## src/wdog_pkg.sv

```systemverilog
// Shared constants for the supervisory watchdog
package wdog_pkg;
  localparam int unsigned CLK_HZ          = 250_000_000;
  localparam int unsigned TIMEOUT_MS      = 3000;
  localparam int unsigned TIMEOUT_CYCLES  = (CLK_HZ / 1000) * TIMEOUT_MS;
  localparam int unsigned RESET_US        = 100;
  localparam int unsigned RESET_CYCLES    = (CLK_HZ / 1_000_000) * RESET_US;
  localparam int unsigned MAX_ATTEMPTS    = 3;
  localparam int unsigned ATTEMPT_W       = 2;
  localparam logic [2:0]  SYNC_RESET      = 3'h0;
  localparam logic [ATTEMPT_W-1:0] ATTEMPTS_RESET = 2'h0;
  typedef enum logic [1:0] {
    RUN,
    RESETTING,
    WAITING
  } wd_state_e;
endpackage

```

## src/wdog_kick_if.sv

```systemverilog
// Keep-alive pulse carried from synchroniser to watchdog core
`timescale 1ns/1ps
`default_nettype none
interface wdog_kick_if;
  logic kick;
  modport src (output kick);
  modport dst (input  kick);
endinterface
`default_nettype wire

```

## src/supervisory_watchdog_reset.sv

```systemverilog
// Supervisory watchdog that resets a stalled processor and raises alarm
//
// Summary of operation
// - Trip when no pulse for three seconds
// - Keep resetting processor until pulses return
// - Lamp flickers with each reset cycle
// - Lamp steady on during normal operation
// - Alarm relay after three failed resets
`timescale 1ns/1ps
`default_nettype none
module supervisory_watchdog_reset
#(
  parameter int unsigned TIMEOUT_CYCLES = wdog_pkg::TIMEOUT_CYCLES,
  parameter int unsigned RESET_CYCLES   = wdog_pkg::RESET_CYCLES
)
(
  input  wire logic CLOCK,
  input  wire logic RESET_N,
  input  wire logic CLOCK_ENABLE,
  input  wire logic KEEPALIVE,
  output var  logic CPU_RESET_N,
  output var  logic RESET_LAMP,
  output var  logic ALARM_RELAY
);
  localparam int unsigned CNT_W = $clog2(TIMEOUT_CYCLES + 1);

  wdog_kick_if kick_bus ();

  wdog_kick_sync u_sync
  (
    .clock    (CLOCK),
    .reset_n  (RESET_N),
    .enable   (CLOCK_ENABLE),
    .pin      (KEEPALIVE),
    .kick_out (kick_bus)
  );

  wdog_pkg::wd_state_e           state;
  wdog_pkg::wd_state_e           next_state;
  logic [CNT_W-1:0]              count;
  logic [wdog_pkg::ATTEMPT_W-1:0] attempts;

  wire kick      = kick_bus.kick;
  wire timed_out = (count >= CNT_W'(TIMEOUT_CYCLES - 1));
  wire pulse_end = (count >= CNT_W'(RESET_CYCLES - 1));
  // Lamp off while reset is applied, on while waiting: a visible flicker
  wire lamp_next = (next_state != wdog_pkg::RESETTING);
  wire hit_limit = (attempts >= wdog_pkg::ATTEMPT_W'(wdog_pkg::MAX_ATTEMPTS - 1));
  // A kick must not stretch a reset pulse already under way
  wire restart   = (next_state != state)
                || (kick && state != wdog_pkg::RESETTING);

  always_comb
  begin
    next_state = state;
    unique case (state)
      wdog_pkg::RUN:
        if (!kick && timed_out)
          next_state = wdog_pkg::RESETTING;
      wdog_pkg::RESETTING:
        if (pulse_end)
          next_state = wdog_pkg::WAITING;
      wdog_pkg::WAITING:
        if (kick)
          next_state = wdog_pkg::RUN;
        else if (timed_out)
          next_state = wdog_pkg::RESETTING;
    endcase
  end

  always_ff @(posedge CLOCK or negedge RESET_N)
  begin
    if (!RESET_N)
    begin
      state       <= wdog_pkg::RUN;
      count       <= '0;
      attempts    <= wdog_pkg::ATTEMPTS_RESET;
      CPU_RESET_N <= 1'b1;
      RESET_LAMP  <= 1'b1;
      ALARM_RELAY <= 1'b0;
    end
    else if (CLOCK_ENABLE)
    begin
      state       <= next_state;
      count       <= restart ? '0 : count + 1'b1;
      CPU_RESET_N <= (next_state != wdog_pkg::RESETTING);
      RESET_LAMP  <= lamp_next;
      if (kick)
      begin
        attempts    <= wdog_pkg::ATTEMPTS_RESET;
        ALARM_RELAY <= 1'b0;
      end
      else if (state == wdog_pkg::WAITING && next_state == wdog_pkg::RESETTING)
      begin
        // Counter saturates so the alarm stays latched until pulses return
        if (hit_limit)
          ALARM_RELAY <= 1'b1;
        else
          attempts <= attempts + 1'b1;
      end
    end
  end
endmodule
`default_nettype wire

```

## src/wdog_kick_sync.sv

```systemverilog
// Three-stage synchroniser and edge detector for the keep-alive pin
`timescale 1ns/1ps
`default_nettype none
module wdog_kick_sync
(
  input  wire logic     clock,
  input  wire logic     reset_n,
  input  wire logic     enable,
  input  wire logic     pin,
  wdog_kick_if.src      kick_out
);
  logic [2:0] sync;
  logic       level;
  wire        agree = (sync[1] == sync[2]);
  wire        rise  = agree && sync[2] && !level;

  always_ff @(posedge clock or negedge reset_n)
  begin
    if (!reset_n)
    begin
      sync  <= wdog_pkg::SYNC_RESET;
      level <= 1'b0;
    end
    else if (enable)
    begin
      sync <= {sync[1:0], pin};
      if (agree)
        level <= sync[2];
    end
  end

  // Stage 0 feeds only stage 1; only agreed stages form the edge
  assign kick_out.kick = enable && rise;
endmodule
`default_nettype wire

```

## config.mk

```make
export PLATFORM = sky130hd
export DESIGN_NAME = supervisory_watchdog_reset
export DESIGN_NICKNAME = d
export VERILOG_FILES = /design/src/wdog_pkg.sv /design/src/wdog_kick_if.sv /design/src/supervisory_watchdog_reset.sv /design/src/wdog_kick_sync.sv
export SDC_FILE = /design/constraint.sdc
export NUM_CORES = 1
export LEC_CHECK = 0
export BUFFER_PORTS_ARGS = -buffer_cell sky130_fd_sc_hd__clkbuf_2
export CAP_MARGIN = 0
export CORE_MARGIN = 4
export CORE_UTILIZATION = 40
export CTS_BUF_LIST = sky130_fd_sc_hd__clkbuf_8
export CTS_CLUSTER_DIAMETER = 100
export DETAILED_ROUTE_END_ITERATION = 8
export GPL_ROUTABILITY_DRIVEN = 0
export HOLD_SLACK_MARGIN = 0.05
export PLACE_DENSITY = 0.54
export SLEW_MARGIN = 10
export SYNTH_ARGS = -nofsm -noshare
export SYNTH_HDL_FRONTEND = slang
export SYNTH_SLANG_ARGS = --single-unit
```

## constraint.sdc

```tcl
create_clock -name CLOCK -period 2.5 [get_ports CLOCK]
set_clock_uncertainty 0.2 [all_clocks]
set_input_delay 0.375 -clock CLOCK [delete_from_list [all_inputs] [get_ports CLOCK]]
set_output_delay 0.375 -clock CLOCK [all_outputs]
set_load 0.02 [all_outputs]
```

==> out/metrics.csv, run 1 <==
metric;value;unit
relative slew slack;0.6285;
maximum root-to-sink buffer count;2;
Post-Synth Simple-Gate Area;0.2473;
Seq/Total Area, Yosys;0.4110;
Post-synth EDFFs;0;
H-tree levels;2;
Fmax achieved;412.4;MHz
CTS clk-pin slew, worst paths;90;ps
via count;1990;
Slew @ Worst Pin;557.2;ps
switching power;0.0006819;W
Max Cap Viol;0;
FF-to-FF Start;count[12];
Die Ht;86.08;um
Yosys reg bits;40;
final net count;300;
Worst setup EP type;flop;
Worst Hold Path EP;u_sync.sync[0];
Seq pwr share;0.408;
gr ovfl total;0;
vias per cell;5.422;
P_leak;1.242;nW
Yosys cell types;51;
remaining routing DRC violations;0;
worst hold path class;in2reg;
clk_lat worst skew;310;ps
Root Driver;clkbuf_8;
count of input and output buffers;6;
R2R depth;7;
Initial Util;0.4119;
FFs w/ async S/R, synth;1.000;
1st-iter DRT viols;91;
diode count;0;
Hold Crit Start;KEEPALIVE;
Period Utilization, post-route;0.9698;
register area;1002;sq um
Mapped Area;2439;sq um
fill cell count;566;
first-pass GRT wire length;9.515;mm
syn avg cell area;9.272;sq um
final WL;5.511;mm
final core occ;0.4856;
PwrDens;708.5;nW/um^2
P&R area growth vs syn;17.91;%
Post-DRT Antenna Nets;0;
Post-Synth Adder-Cell Area;0.02565;
Post-Synth XOR/XNOR Area;0.08261;
Hold Crit Depth;2;
post-synth top area share;0.4002;
Mapped Cells;263;
combinational share of power;0.296;
RSZ-0062 raised after global routing;false;
CTS tree;yes;
All-Layer GR Usage;0.1625;
top_reg_cell synth;dfrtp_1;
Int Power;0.001355;W
Slew Viols, Final;0;
status;finished clean;
Syn Nets;272;
main combinational cell family by area after synthesis;simple AND/OR/NAND/NOR gates;
Worst Path Required;2540;ps
num rows;28;
setup bufs post-CTS;0;
Synth area leaders;dfrtp_1 (40%), nor2_1 (6.0%), xnor2_1 (5.7%);
Clock power frac;0.296;
DP HPWL;3.896;mm
Die X;86.08;um
core region area;5921;sq um
mux cell area share after synthesis;0.01796;
post-synth top area cell;dfrtp_1;
crit path max fanout;5;
post-synthesis compound-gate area fraction;0.1693;
initial antenna violation count;0;
Final min period;2425;ps
Startpoint Class;flop;
r2r setup slk;80;ps
I/O pin cnt;7;
Finish-stage setup viols;0;
cts bufs inserted;5;
Ys Warns;0;
largest net degree at the start of global routing;24;
Die ar.;7410;sq um
RR Endpoint;count[1];
Final Hold Viols;0;
switching share of power;0.3348;
number of global-route vias before repair;2033;
CP Data Arrival Time;2460;ps
Setup Crit Path Kind;reg2reg;
Multi-input gate area;1368;sq um
TritonCTS Sinks;40;
layout cells sized above 1;0.2158;
TritonRoute pass-1 iters;4;
Avg WL per Cell;15.02;um
hold slack final;103.4;ps
Worst VDD drop;407.2;uV
total power;0.002037;W
kinds of logic after synthesis:
group                      count (synthesis)
AOI/OAI and AO/OA                         49
DFF                                       40
xor gates and xnor gates                  23
muxes                                      4
adders and majority gates                  5
and+or+nand+nor                          119
buffers and inverters                     23
synth_stat cells, drive strengths merged (4+ instances only):
cell and number:
inv 12, nand2 21, nand3 10, o21ai 9, and4 5, and3 7
dfrtp 39, ha 5, o211ai 4, buf 5, nand4 10, a21oi 11
xnor2 16, nor2 39, nor4 4, clkbuf 6, xor2 7, nor3 10
layout make-up:
cell class	count	area share
clock inverter	1	0.01044
inverter	12	0.01567
clock buffer	7	0.03351
sequential	40	0.3486
multi-input combinational	200	0.4756
tap	75	0.03264
timing repair buffer	32	0.08355
routing by layer:
| layer | global-route usage | up-vias | part of all wire |
|---|---|---|---|
| met2 | 0.2572 | 21 | 0.46 |
| li1 | - | 1010 | - |
| met1 | 0.2166 | 951 | 0.50 |
| met5 | 0 | - | 0 |
| met4 | 0.06619 | 0 | 0.017 |
| met3 | 0.03266 | 8 | 0.028 |
cells in the final DEF (no fill, tap or decap), types with 2 or more instances in the layout:
master / synthesis / routed
mux2_2: 3 / 3
nand2_1: 21 / 20
a31oi_1: 3 / 3
nor2_1: 39 / 39
nor4_1: 4 / 4
dfrtp_1: 39 / 39
or4_4: 1 / 3
o221ai_1: 2 / 2
and2_1: 3 / 3
buf_4: 3 / 24
xor2_1: 7 / 7
nand3_1: 10 / 10
o211ai_1: 4 / 4
ha_1: 5 / 4
clkbuf_2: 0 / 6
nor3_1: 10 / 9
inv_1: 12 / 12
o2bb2ai_1: 2 / 2
a211oi_2: 0 / 2
clkbuf_8: 0 / 7
xnor2_1: 16 / 16
and4_1: 5 / 5
a2111oi_4: 2 / 2
nand4_1: 10 / 10
o21ai_0: 8 / 7
and3_1: 7 / 7
nand3b_1: 2 / 2
a21oi_1: 9 / 9
sequential cells by signal (all words and copies together), names as in the netlist:
register / flops
RESET_LAMP: 1
u_sync.sync: 3
count: 30
u_sync.level: 1
state: 2
ALARM_RELAY: 1
attempts: 2
critical path, cell delays in order (launching register included):
cell	delay, ps
dfrtp_1	400
or4_4	560
o211ai_1	330
o21ai_2	150
o21ai_4	240
buf_4	180
and3_1	160
a22o_1	120
metrics by stage:
stage | instance area (sq um) | cells | setup slack, ps | TNS (ps)
2_1_floorplan | 2439 | 263 | 35.42 | 0
3_3_place_gp | 2695 | 358 | -118.0 | -1070
3_5_place_dp | 2695 | 358 | -136.6 | -1088
4_1_cts | 2846 | 367 | 10.81 | 0
5_1_grt | 2875 | 367 | 1.323 | 0
6_report | 2875 | 367 | 75.42 | 0
power groups by stage:
stage                     logic [W]  clock network, W  registers, W
after floorplan            0.000392                 0      0.000823
after global placement     0.000577                 0      0.000840
after detailed placement   0.000580                 0      0.000841
after CTS                  0.000591          0.000615      0.000832
after global routing       0.000678          0.000639      0.000850
final                      0.000603          0.000602      0.000832
worst max-delay path by stage:
stage          startpoint  slack (ps)        end
3_3_place_gp    count[12]        -120   count[4]
6_report        count[12]          80   count[1]
3_5_place_dp    count[12]        -140   count[3]
5_1_grt         count[23]           1   count[8]
4_1_cts         count[12]          10   count[3]
2_1_floorplan   count[22]          40  count[20]
what timing repair did:
action,CTS,global route
hold endpoints to repair,20,0
gates resized for setup,3,8
pin swaps,2,2
hold buffers,1,0
endpoints found under the setup margin,33,6
Power figures use the tool's default switching activity.
==> inputs of run 2 (changes only) <==
- CORE_MARGIN: 4 -> 3
==> run 2 against run 1 <==
Net effect:
- sequential share of layout area increased by 0.71 points
- cell area decreased by 1.9%
- register-to-register slack improved by 40 ps
- global-route usage decreased by 0.61 points
- die area decreased by 4.6%
- combinational power decreased by 1%
- critical endpoint is now count[22]
==> out/metrics.csv, run 2 (synthesis results as in run 1) <==
metric;value;unit;change
Finish-stage setup viols;0;;unchanged
commonest non-fill, non-tap cells in the layout;dfrtp_1 (38), nor2_1 (38), buf_4 (25);;
I/O pin cnt;7;;unchanged
via count;1956;;-1.7%
PwrDens;654.2;nW/um^2;-7.7%
Worst setup EP type;flop;;
num rows;27;;-3.6%
Root Driver;clkbuf_8;;
Die ar.;7069;sq um;-4.6%
max reg flops;30;;unchanged
final core occ;0.4942;;+0.008562
Top reg by flops;count;;
crit path max fanout;23;;+18
largest net degree at the start of global routing;41;;+71%
slowest CP cell;or4_4;;
Worst Path Required;2490;ps;-50 ps
r2r setup slk;120;ps;+40 ps
Die X;84.08;um;-2.3%
worst slack at placement;-78.64;ps;+57.93 ps
initial antenna violation count;0;;unchanged
Avg WL per Cell;14.35;um;-4.5%
critical-path cell list;or4_4 -> a2111oi_4 -> o211ai_1 -> o22a_2 -> a21oi_4 -> buf_12 -> nor2_1;;
1st-iter DRT viols;83;;-8.8%
DP HPWL;3.703;mm;-4.9%
WP buf/inv;1;;unchanged
core region area;5709;sq um;-3.6%
gr ovfl total;0;;unchanged
Setup Crit Path Kind;reg2reg;;
number of global-route vias before repair;1866;;-8.2%
CP Data Arrival Time;2370;ps;-90 ps
TritonCTS Sinks;40;;unchanged
layout cells sized above 1;0.2014;;-0.01439
diode count;0;;unchanged
worst hold path class;in2reg;;
setup ws final;118.4;ps;+42.96 ps
R2R depth;7;;unchanged
Post-DRT Antenna Nets;0;;unchanged
Worst VDD drop;416.3;uV;+2.2%
final WL;5.237;mm;-5.0%
vias per cell;5.359;;-1.2%
Worst path max stage delay;550;ps;about the same
total power;0.001846;W;-9.4%
Startpoint Class;flop;;
Period Utilization, post-route;0.9526;;-0.01718
Initial Util;0.4271;;+0.01525
Slew @ Worst Pin;512.6;ps;-44.60 ps
Final min period;2382;ps;-42.96 ps
Max Cap Viol;0;;unchanged
top flop regs;count x30, u_sync.sync x3;;
maximum root-to-sink buffer count;2;;unchanged
cts bufs inserted;5;;unchanged
non-filler cells, final;365;;-0.54%
All-Layer GR Usage;0.1564;;-0.006117
H-tree levels;2;;unchanged
TritonRoute pass-1 iters;4;;unchanged
P&R area growth vs syn;15.70;%;
dpl cells;356;;-0.56%
Final Hold Viols;0;;unchanged
setup bufs post-CTS;0;;unchanged
status;finished clean;;
Slew Viols, Final;0;;unchanged
Crit path max-delay family;compound AO/OA/AOI/OAI gates;;
Hold Crit Depth;2;;unchanged
final net count;301;;+0.33%
Die Ht;84.08;um;-2.3%
Crit path depth;7;;unchanged
first-pass GRT wire length;8.983;mm;-5.6%
count of input and output buffers;6;;unchanged
CTS tree;yes;;
P_leak;1.230;nW;-0.93%
clk_lat worst skew;300;ps;about the same
remaining routing DRC violations;0;;unchanged
Fmax achieved;419.9;MHz;+1.8%
CTS clk-pin slew, worst paths;80;ps;about the same
relative slew slack;0.6583;;+0.02973
run 2: cell count changes in the layout (fill, tap and decap cells not counted), sizes merged:
cell / delta
inv: +2
buf: +1
bufinv: -1
clkinv: +1
clkbuf: -2
run 2: metrics by stage:
| stage | TNS (ps) | hold slack, ps | area [sq um] |
|---|---|---|---|
| final | 0 | 108.4 | 2821 |
| after global routing | -22.10 | 108.4 | 2821 |
| after CTS | 0 | 103.8 | 2795 |
| after detailed placement | -384.5 | 277.8 | 2699 |
| after global placement | -235.7 | 274.5 | 2699 |
| after floorplan | 0 | -120.6 | 2439 |
run 2: path summary, 6_finish.rpt:
| kind | to | startpoint |
|---|---|---|
| worst min-delay path | u_sync.sync[0] | KEEPALIVE |
| worst min register to register | RESET_LAMP | RESET_LAMP |
| max in group asynchronous | count[23] | RESET_N |
| worst max-delay path | count[22] | count[22] |
| worst max register to register | count[22] | count[22] |
| min in group asynchronous | count[14] | RESET_N |
run 2: worst register-to-register path, cell delays in order, from the launching register on:
cell       delay [ps]
dfrtp_1           380
or4_4             550
a2111oi_4         310
o211ai_1          130
o22a_2            290
a21oi_4           160
buf_12            180
nor2_1             80
run 2: layout make-up:
| class | instances | area [sq um] |
|---|---|---|
| fill | 546 | 2888 |
| clock buffer | 5 | 68.82 |
| timing repair buffer | 33 | 247.7 |
| sequential | 40 | 1003 |
| inverter | 12 | 45.04 |
| clock inverter | 3 | 12.51 |
| multi-input combinational | 200 | 1354 |
| tap | 72 | 90.09 |
run 2: power breakdown:
group / switching [W] / internal, W / leakage [nW] / total (W)
Sequential: 0.0000980 / 0.000733 / 0.521 / 0.000831
Clock: 0.000229 / 0.000188 / 0.0505 / 0.000417
Combinational: 0.000334 / 0.000264 / 0.658 / 0.000597
Total: 0.000661 / 0.00118 / 1.23 / 0.00185
run 2: timing repair:
item,in CTS,in global routing
endpoints found under the setup margin,16,29
hold buffers,1,0
pin swaps,0,2
endpoints found under the hold margin,39,0
gates resized for setup,2,7
gates cloned,0,0
run 2: layer usage:
metal / up-vias / track usage / wire length, um
met4: 0 / 0.04094 / 55
met1: 919 / 0.2259 / 2807
met5: - / 0 / 0
li1: 1007 / - / -
met3: 6 / 0.04146 / 158
met2: 24 / 0.2303 / 2216
